<file path="config.mk">
export PLATFORM = sky130hd
export DESIGN_NAME = par_regs
export DESIGN_NICKNAME = d
export VERILOG_FILES = /design/src/common/par_pkg.sv /design/src/hdl/par_regs.sv
export SDC_FILE = /design/constraint.sdc
export NUM_CORES = 1
export LEC_CHECK = 0
export CAP_MARGIN = 20
export CORE_UTILIZATION = 39
export CTS_CLUSTER_DIAMETER = 40
export DETAILED_ROUTE_END_ITERATION = 16
export DONT_BUFFER_PORTS = 1
export GPL_TIMING_DRIVEN = 0
export PLACE_DENSITY_LB_ADDON = 0.12
export SETUP_SLACK_MARGIN = 0.05
export SLEW_MARGIN = 20
export SYNTH_ARGS = -nofsm -noshare
export SYNTH_HDL_FRONTEND = slang
export SYNTH_SLANG_ARGS = --single-unit
</file>
<file path="constraint.sdc">
create_clock -name clk -period 2.8 [get_ports clk]
set_clock_uncertainty 0.05 [all_clocks]
set_input_delay 0.56 -clock clk [delete_from_list [all_inputs] [get_ports clk]]
set_output_delay 0.56 -clock clk [all_outputs]
set_load 0.005 [all_outputs]
</file>
<file path="src/common/par_pkg.sv">
package par_pkg;
  // Register port widths
  localparam int ADDR_W = 5;
  localparam int DATA_W = 16;
  // Register addresses
  localparam logic [ADDR_W-1:0] ADDR_ID_UPPER = 5'h02;
  localparam logic [ADDR_W-1:0] ADDR_ID_LOWER = 5'h03;
  localparam logic [ADDR_W-1:0] ADDR_ADVERT = 5'h04;
  localparam logic [ADDR_W-1:0] ADDR_PHY_CTRL = 5'h19;
  // Vendor code slicing, vector bit 23 is vendor code bit 1
  localparam int OUI_W = 24;
  localparam int OUI_HI_MSB = 21;
  localparam int OUI_HI_LSB = 6;
  localparam int OUI_LO_MSB = 5;
  localparam int OUI_LO_LSB = 0;
  // Second identifier register fields
  localparam int VCODE_LSB = 10;
  localparam int MODEL_MSB = 9;
  localparam int MODEL_LSB = 4;
  localparam int REV_MSB = 3;
  localparam int REV_LSB = 0;
  // Advertisement register fields
  localparam int BIT_NEXT_PAGE = 15;
  localparam int BIT_RSVD_HI = 14;
  localparam int BIT_REMOTE_FAULT = 13;
  localparam int BIT_RSVD_LO = 12;
  localparam int BIT_ASYM_PAUSE = 11;
  localparam int BIT_SYM_PAUSE = 10;
  localparam int BIT_T4 = 9;
  localparam int ABIL_MSB = 8;
  localparam int ABIL_LSB = 5;
  localparam int SEL_MSB = 4;
  localparam int SEL_LSB = 0;
  localparam logic [DATA_W-1:0] ADVERT_WR_MASK = 16'hADFF;
  localparam logic [DATA_W-1:0] ADVERT_RESET = 16'h0001;
  localparam logic [SEL_MSB:SEL_LSB] SELECTOR_FAST_ETH = 5'h01;
  // PHY control register pause status field
  localparam int PAUSE_RES_MSB = 13;
  localparam int PAUSE_RES_LSB = 12;
  // Strap capture sequence
  typedef enum logic [1:0] {
    ST_LOAD = 2'b01,
    ST_RUN = 2'b10
  } par_state_e;
endpackage

</file>
<file path="src/hdl/par_regs.sv">
`timescale 1ns/100ps
`default_nettype none
module par_regs
  import par_pkg::*;
#(
  parameter logic [OUI_W-1:0] VENDOR_CODE = 24'h00A5C3, // Arbitrary value
  parameter logic [5:0] MODEL_NUMBER = 6'h15, // Arbitrary value
  parameter logic [3:0] MODEL_REVISION = 4'h2 // Arbitrary value
) (
  // Clock and reset
  input wire logic clk,
  input wire logic reset_n,
  // Management register port
  input wire logic [ADDR_W-1:0] reg_addr,
  input wire logic reg_wr,
  input wire logic reg_rd,
  input wire logic [DATA_W-1:0] reg_wdata,
  output logic [DATA_W-1:0] reg_rdata_q,
  output logic reg_rvalid_q,
  // Ability straps, fast full, fast half, slow full, slow half
  input wire logic [ABIL_MSB-ABIL_LSB:0] ability_strap,
  // Pause resolution from the negotiation logic
  input wire logic [PAUSE_RES_MSB-PAUSE_RES_LSB:0] pause_resolved,
  // Ability word toward the negotiation logic
  output logic [DATA_W-1:0] adv_word_q,
  output logic ready_q
);

  // Fixed identifier words, top two vendor code bits never stored
  logic [DATA_W-1:0] id_upper_word;
  logic [DATA_W-1:0] id_lower_word;
  assign id_upper_word = VENDOR_CODE[OUI_HI_MSB:OUI_HI_LSB];
  assign id_lower_word = {VENDOR_CODE[OUI_LO_MSB:OUI_LO_LSB],
                          MODEL_NUMBER,
                          MODEL_REVISION};

  // Strap capture sequence state
  par_state_e state_q;
  par_state_e state_d;

  // One load cycle after release, straps are not read under reset
  always_comb begin
    state_d = state_q;
    unique case (state_q)
      ST_LOAD: begin
        state_d = ST_RUN;
      end
      ST_RUN: begin
        state_d = ST_RUN;
      end
      default: begin
        state_d = ST_LOAD;
      end
    endcase
  end

  always_ff @(posedge clk or negedge reset_n) begin
    if (!reset_n) begin
      state_q <= ST_LOAD;
    end else begin
      state_q <= state_d;
    end
  end

  // Advertisement register next value
  logic [DATA_W-1:0] adv_d;
  logic adv_wr_hit;
  assign adv_wr_hit = reg_wr && (reg_addr == ADDR_ADVERT);

  always_comb begin
    adv_d = adv_word_q;
    if (state_q == ST_LOAD) begin
      adv_d[ABIL_MSB:ABIL_LSB] = ability_strap;
    end else if (adv_wr_hit) begin
      // Masked bits 14, 12 and 9 stay 0 whatever software writes
      adv_d = reg_wdata & ADVERT_WR_MASK;
    end
    adv_d[BIT_RSVD_HI] = 1'b0;
    adv_d[BIT_RSVD_LO] = 1'b0;
    adv_d[BIT_T4] = 1'b0;
  end

  // Reset value holds selector 00001, flags clear
  always_ff @(posedge clk or negedge reset_n) begin
    if (!reset_n) begin
      adv_word_q <= ADVERT_RESET;
    end else begin
      adv_word_q <= adv_d;
    end
  end

  // Read mux; identifier addresses accept no write at all
  logic [DATA_W-1:0] rdata_d;
  logic rvalid_d;
  logic ready_d;

  always_comb begin
    rdata_d = reg_rdata_q;
    rvalid_d = reg_rd;
    ready_d = (state_d == ST_RUN);
    if (reg_rd) begin
      unique case (reg_addr)
        ADDR_ID_UPPER: rdata_d = id_upper_word;
        ADDR_ID_LOWER: rdata_d = id_lower_word;
        ADDR_ADVERT: rdata_d = adv_word_q;
        ADDR_PHY_CTRL: begin
          rdata_d = '0;
          rdata_d[PAUSE_RES_MSB:PAUSE_RES_LSB] = pause_resolved;
        end
        default: rdata_d = '0;
      endcase
    end
  end

  // Read data holds until the next read
  always_ff @(posedge clk or negedge reset_n) begin
    if (!reset_n) begin
      reg_rdata_q <= '0;
      reg_rvalid_q <= 1'b0;
      ready_q <= 1'b0;
    end else begin
      reg_rdata_q <= rdata_d;
      reg_rvalid_q <= rvalid_d;
      ready_q <= ready_d;
    end
  end
endmodule
`default_nettype wire

</file>
==> results of run 1 <==
-- sequential cells by signal, summed over array words and instances, names as in the netlist --
register,flops
reg_rvalid_q,1
adv_word_q,13
ready_q,1
state_q,1
reg_rdata_q,15
-- power groups by stage --
stage | sequential (mW) | clock [mW] | combinational, mW
after floorplan | 0.543 | 0 | 0.0759
after global placement | 0.556 | 0 | 0.0854
after detailed placement | 0.557 | 0 | 0.0883
after CTS | 0.548 | 0.239 | 0.102
after global routing | 0.555 | 0.264 | 0.114
final | 0.546 | 0.230 | 0.101
-- per-stage QoR --
stage	power (mW)	area, um^2	utilization
after global routing	0.933	1590	0.465
after detailed placement	0.646	1500	0.440
after CTS	0.889	1580	0.462
after global placement	0.642	1500	0.440
final	0.878	1590	0.465
after floorplan	0.619	1450	-
-- final timing paths --
check / startpoint / to / slack, ns / cells past startpoint
worst max-delay path: ready_q / adv_word_q[13] / 0.87 / 5
worst min-delay path: reg_rd / reg_rvalid_q / 0.20 / 0
worst max register to register: ready_q / adv_word_q[13] / 0.87 / 5
worst min register to register: reg_rdata_q[12] / reg_rdata_q[12] / 0.50 / 2
max in group asynchronous: reset_n / adv_word_q[6] / 1.91 / 2
min in group asynchronous: reset_n / adv_word_q[5] / 0.63 / 2
-- worst max-delay path, cell delays in order, from the launching register on --
cell and delay [ns]:
dfrtp_1 0.37, inv_1 0.05, ha_1 0.18, clkbuf_1 0.21, nor3_4 0.56, mux2_2 0.40
-- layout by cell type (no fill, tap or decap) --
cell type      count
dlygate4sd3_1      2
o21ai_0            5
o221ai_1           1
inv_1              8
dfstp_2            2
nor2_1            10
nand4_1            2
nor4_4             1
nor3_4             1
o22ai_1            3
a21oi_1            7
nor2b_1            4
buf_6              1
clkbuf_4           5
ha_1               1
o21a_4             1
nor4bb_1           1
or2_4              1
a41oi_1            4
nand2_1            5
dfrtp_1           29
conb_1             4
o21a_1             1
or4b_4             1
buf_12             1
nand3_1            9
a21oi_2            4
buf_4              5
a31oi_1            2
mux2_2            10
clkbuf_1           7
nand4bb_4          1
-- cell type report --
class / instances / area (um^2) / share of cell area
clock buffers: 7 / 45.0 / 0.0284
flip-flops and latches: 31 / 778 / 0.490
inverters: 8 / 30.0 / 0.0189
well taps: 46 / 57.6 / 0.0362
multi-input cells: 79 / 569 / 0.359
repair buffers: 3 / 40.0 / 0.0252
plain buffers: 11 / 67.6 / 0.0426
-- per-layer routing --
layer	GRT usage	share of wire	vias to the layer above
li1	-	-	457
met1	0.186	0.40	472
met2	0.295	0.49	41
met3	0.0839	0.091	7
met4	0.0523	0.012	0
met5	0	0	-
-- what timing repair did --
item,CTS,global route
buffers inserted,0,0
endpoints found under the hold margin,29,2
hold buffers,2,1
-- logic make-up (layout without fill, tap and decap cells) --
family                   Yosys count  after routing  share of synthesized area
AND/OR/NAND/NOR                   36             36                      0.165
flip-flops                        31             31                      0.543
AO/OA/AOI/OAI                     28             28                      0.134
buffers and inverters             19             29                     0.0681
multiplexers                      10             10                     0.0785
adder cells (fa/ha/maj)            1              1                    0.00872
other                              1              4                    0.00262
==> results.md, run 1 <==
Run status:
- The flow ran to the end, and the final reports show no timing, DRC or antenna violations.

Die:
- The floorplan step defined a die boundary enclosing 0.00392 mm^2.
- After floorplanning, the core was divided into 21 placement rows.
- The initial utilization of the core area, before any placement, comes to 0.420.
- The area inside the core boundary is around 0.0034 mm^2.
- The vertical extent of the die is around 63 um.
- The die is roughly 63 um wide.
- During I/O placement, the number of pins put on the boundary was 65.

Worst setup path:
- The worst setup path is launched from a register.
- For the worst setup path, the data required time is between 2 and 3 ns.
- The critical path start-end classification is reg -> reg.
- In this run the worst path has a maximum fanout of 9.
- The worst setup path is captured at a register.
- The critical path arrival is 2.10 ns.

Power:
- The peak ir drop on the vdd network is about 0.00031 V.
- Of the total power, combinational logic draws 0.115.
- Summed over all cells, the static leakage comes to roughly 0.65 nW.
- The part of the power in registers is 0.623.
- The part of the power in the clock network is 0.262.
- Power spread over the standard cell area amounts to 553 mW/mm^2.
- The internal power of the cells is between 0.6 and 0.7 mW.
- For this design the total switching power over the nets is 0.232 mW.
- Of the total power, the share spent switching nets is 0.264.

Timing:
- The number of endpoints failing setup at the final stage is 0.
- The minimum clock period after layout is slightly below 2 ns.
- The post-route fraction of the period consumed by the critical path is 0.690.
- The relative slew slack is 0.619.
- The number of hold-slack violations in the final timing report is 0.
- The worst path setup slack after routing is a little under 0.9 ns.
- Setup repair after global routing left no endpoint under its margin.
- The slew at the pin closest to its max-slew limit is 0.570 ns.
- Across all hold checks on the routed design, the worst slack comes to 0.203 ns.
- The count of final max-slew check failures came to 0.
- The final total negative setup slack is 0 ns.
- Static timing analysis puts the maximum clock frequency at 0.518 GHz.

Clock tree:
- In this run, CTS created clock tree buffers numbering 5.
- The number of buffers on the longest clock path is 2.
- The count of cells resized by post-cts repair is 0.
- The clock insertion delay at the later pin of the skew report is approximately 0.33 ns.
- The tree is rooted in a clkbuf_4.
- The clock-pin slew on the worst setup and hold paths is 0.08 ns.
- In this run the number of H-tree levels came out at 2.
- TritonCTS built the clock tree.
- For this design, the sink count on the clock tree is 31.

Synthesis:
- After synthesis the cells add up to about 0.0014 mm^2.
- Yosys instantiated no cell more often than dfrtp_1.
- Of the post-synthesis cell area, the dominant cell type holds 0.506.
- The commonest cells after synthesis are dfrtp_1, mux2_2, nor2_1.
- The mean cell area of the mapped netlist is 11.4 um^2.
- During synthesis, Yosys emitted a total of 0 warnings.
- The instance count of the mapped netlist is around 130.
- The async set or reset register ratio after synthesis is 1.00.
- The sequential fraction of the synthesis area is 0.543.
- The library cell with the largest summed area after synthesis is dfrtp_1.
- Yosys attributes the largest share of cell area to dfrtp_1, mux2_2, dfstp_2.
- The synthesized design contains 0 enable-type register cells.
- The count of different cell masters after synthesis is 29.
- The most used flip-flop cell after synthesis is dfrtp_1.
- Counting flops and latches in the post-synthesis netlist gives 31.

GRT:
- In the global route stage, overall resource usage came out at 0.172.
- The initial antenna violation count is 0.
- The number of global-route vias before repair is 1034.
- Entering global routing, the biggest net connects 30 pins.
- The first global-routing pass estimated between 5 and 6 mm of wire.
- Summed over all layers, the global routing overflow is 0.

Route:
- The post-route DRC violation count is 0.
- The first detailed-routing pass took 3 iterations.
- The via count is about 1000.
- The routed wirelength normalized by instance count is between 15 and 20 um.
- The detailed router's first-iteration violation count is 47.
- The final routed wirelength across all metal layers is between 2 and 3 mm.
- The via count normalized by instance count is approximately 5.3.
- The post-route antenna net violation count is 0.

Place:
- At the placement stage, the worst setup path has a slack of 0.860 ns.
- The final HPWL from detailed placement is roughly 2.2 mm.
- During placement, the flow inserted port buffers numbering 0.
- The weighted congestion reported at the end of routability-driven placement is 0.730.
- The number of placed instances, taps included is 175.

Final layout:
- The proportion of layout cells with a drive suffix above 1 is 0.245.
- The net total in the final layout is around 170.
- The final standard cell count with taps included and fillers excluded is 185.
- Relative to the synthesized area, the layout overhead comes to 10.7%.
- 0 antenna diodes ended up in the layout.
- The filler cells instantiated in the layout total 333.

Run:
- The max capacitance violation total is 0.

Min path:
- The classification of the worst-slack hold path is in -> reg.
No activity file was read; power rests on OpenSTA's default activity.
==> run 2: changes to the inputs <==
clock period = 1.7 ns   (was 2.8 ns; I/O delays follow)
==> results.md, run 2 (synthesis gave the netlist of run 1 again) <==
Run status:
- The flow ran to the end, and the final reports show no timing, DRC or antenna violations.

GRT:
- The pin count of the biggest net entering global routing was 32 (+6.7%).
- The total grt overflow came to 0 (unchanged).
- The combined global-route utilization of all metal layers came to 0.167 (-0.00484).
- The number of global-route vias before repair is 1047 (+1.3%).
- The wire length of the first global-routing pass is 4.93 mm (-1.7%).
- The initial antenna violation count is 0 (unchanged).

Timing:
- The number of hold-slack violations in the final timing report is 0 (unchanged).
- The number of endpoints failing setup at the final stage was 0 (unchanged).
- The worst path setup slack after routing was 0.171 ns (-0.698 ns).
- The minimum clock period after layout is 1.53 ns (-0.402 ns).
- The final total negative setup slack is 0 ns (unchanged).
- The hold slack is 0.107 ns (-0.0960 ns).
- Setup repair after global routing left no endpoint under its margin.
- The count of final max-slew check failures is 0 (unchanged).
- The post-route fraction of the period consumed by the critical path came to 0.900 (+0.210).
- The upper clock frequency limit is 0.654 GHz (+26%).

Route:
- The via count was 988 (+1.1%).
- The via count normalized by instance count is 5.34 (+1.1%).
- The post-route antenna net violation count is 0 (unchanged).
- The number of search-and-repair iterations in the first detailed-routing pass is 3 (unchanged).
- The routed wirelength normalized by instance count is 15.7 um (-2.4%).
- The detailed router's first-iteration violation count is 32 (-32%).
- The post-route DRC violation count is 0 (unchanged).
- The final routed wirelength across all metal layers is 2.91 mm (-2.4%).

Worst setup path:
- The highest fanout seen on the critical path is 9 (unchanged).
- The critical path start-end classification is reg -> reg.
- The cell depth of the worst setup path came to 5 (unchanged).
- The critical path arrival came to 1.70 ns (-0.40 ns).
- The worst register-to-register path ends at adv_word_q[1].
- The startpoint identified for the worst register-to-register timing path is ready_q.
- The master of the slowest instance on the critical path is dfrtp_1.
- The number of buffer and inverter stages on the critical path is 2 (unchanged).
- The critical path startpoint category is a register.
- The required time of the critical path is 1.87 ns (-1.10 ns).
- The type of element capturing the critical path is a register.
- The flop-to-flop setup slack is 0.17 ns (-0.70 ns).
- The number of cells traversed by the worst register-to-register path is 5 (unchanged).
- Grouping stages by cell kind, the critical path spends the most delay in flip-flops.
- The longest individual stage delay on the worst path is 0.37 ns (-0.19 ns).
- Traced cell by cell, the critical path runs through inv_1 -> ha_2 -> nor3_4 -> buf_12 -> mux2_2.

Die:
- The vertical extent of the die is 62.6 um (unchanged).
- The area inside the core boundary came to 0.00342 mm^2 (unchanged).
- The starting utilization of the core area came to 0.420 (unchanged).
- The count of standard-cell rows is 21 (unchanged).
- The top-level I/O count is 65 (unchanged).
- The width of the chip is 62.6 um (unchanged).
- The full die area is 0.00392 mm^2 (unchanged).

Power:
- The peak ir drop on the vdd network is 0.000514 V (+63%).
- The overall power came to 1.45 mW (+65%).
- The areal power density over the cells was 900 mW/mm^2 (+63%).
- The leakage component of the power is 0.658 nW (+0.59%).

Final layout:
- The net total in the final layout is 171 (unchanged).
- The share of the core filled with cells in the final layout is 0.470 (+0.00550).
- The largest registers in the layout are reg_rdata_q x15, adv_word_q x13.
- The proportion of layout cells with a drive suffix above 1 was 0.259 (+0.0144).
- The register ranked first by flip-flop count is reg_rdata_q.
- Compared with the post-synthesis result, the final layout area differs by 12.0%.
- The most common library cell in the layout ignoring fill and taps is dfrtp_1.
- The number of flip-flops under the largest register name is 15 (unchanged).
- In the layout the commonest cells are dfrtp_1, nor2_1, mux2_2.
- The number of diodes is 0 (unchanged).

Clock tree:
- The number of buffers on the longest clock path is 2 (unchanged).
- The clock-pin slew on the worst setup and hold paths is 0.09 ns (about the same).
- The clock insertion delay at the later pin of the skew report is 0.33 ns (about the same).
- The H-tree depth is 2 (unchanged).
- TritonCTS built the clock tree.
- The total clock buffers created by CTS is 5 (unchanged).
- The clock tree root buffer cell is clkbuf_4.
- The total number of clock tree sinks is 31 (unchanged).

Place:
- The count of buffers from port buffering was 0 (unchanged).
- The final HPWL from detailed placement is 2.17 mm (unchanged).
- The weighted congestion reported at the end of routability-driven placement is 0.730 (unchanged).
- The pre-CTS setup slack was -0.240 ns (-1.10 ns).

Min path:
- The number of cells on the worst hold path is 1 (+1).
- The worst hold path begins at reg_wdata[3].
- For hold timing, the worst endpoint is adv_word_q[3].
- The tightest min-delay check is of the in -> reg type.

Run:
- The max capacitance violation total was 0 (unchanged).
-- run 2: cell count changes in the layout (fill, tap and decap cells not counted) --
cell	before	now
ha_2	0	1
ha_1	1	0
buf_12	1	2
clkbuf_1	7	6
-- run 2: how the worst max path moves through the flow --
| stage | start | slack, ns | to |
|---|---|---|---|
| 2_1_floorplan | ready_q | 0.06 | adv_word_q[10] |
| 3_3_place_gp | ready_q | -0.19 | adv_word_q[15] |
| 3_5_place_dp | ready_q | -0.24 | adv_word_q[1] |
| 4_1_cts | ready_q | 0.07 | adv_word_q[1] |
| 5_1_grt | ready_q | 0.10 | adv_word_q[10] |
| 6_report | ready_q | 0.17 | adv_word_q[1] |
-- run 2: per-layer routing --
layer  GRT usage  vias up  part of all wire
li1            -      459                 -
met1       0.174      481              0.40
met2       0.292       41              0.50
met3      0.0821        7             0.093
met4      0.0552        0             0.012
met5           0        -                 0
-- run 2: repair_timing --
action                                 in CTS  in global routing
setup endpoints to repair                   9                  8
endpoints found under the hold margin      32                  0
pin swaps                                   1                  0
setup buffers                               1                  0
resized for setup                           0                  1
hold buffers                                3                  0
-- run 2: worst reg2reg max path: cells and delay by family, from the launching register on --
kind                     cells  cell delay (ns)
flip-flops                   1             0.37
multiplexers                 1             0.34
adder cells (fa/ha/maj)      1             0.24
buffers and inverters        2             0.22
AND/OR/NAND/NOR              1             0.21
-- run 2: cell type report --
cell class                      instances  area (um^2)
Timing Repair Buffer                    4         60.1
Clock buffer                            7         45.0
Sequential cell                        31          778
Fill cell                             333         1810
Multi-Input combinational cell         79          572
Buffer                                 10         63.8
Tap cell                               46         57.6
Inverter                                8         30.0
-- run 2: per-stage QoR --
step	cells	instance area, um^2
3_5_place_dp	175	1500
6_report	185	1610
4_1_cts	185	1600
3_3_place_gp	175	1500
2_1_floorplan	129	1450
5_1_grt	185	1610
-- run 2: report_power, final --
part | switching (mW) | total (mW) | leakage, nW | internal (mW)
sequential | 0.0775 | 0.900 | 0.387 | 0.822
clock | 0.224 | 0.379 | 0.0254 | 0.155
combinational | 0.0805 | 0.167 | 0.245 | 0.0865
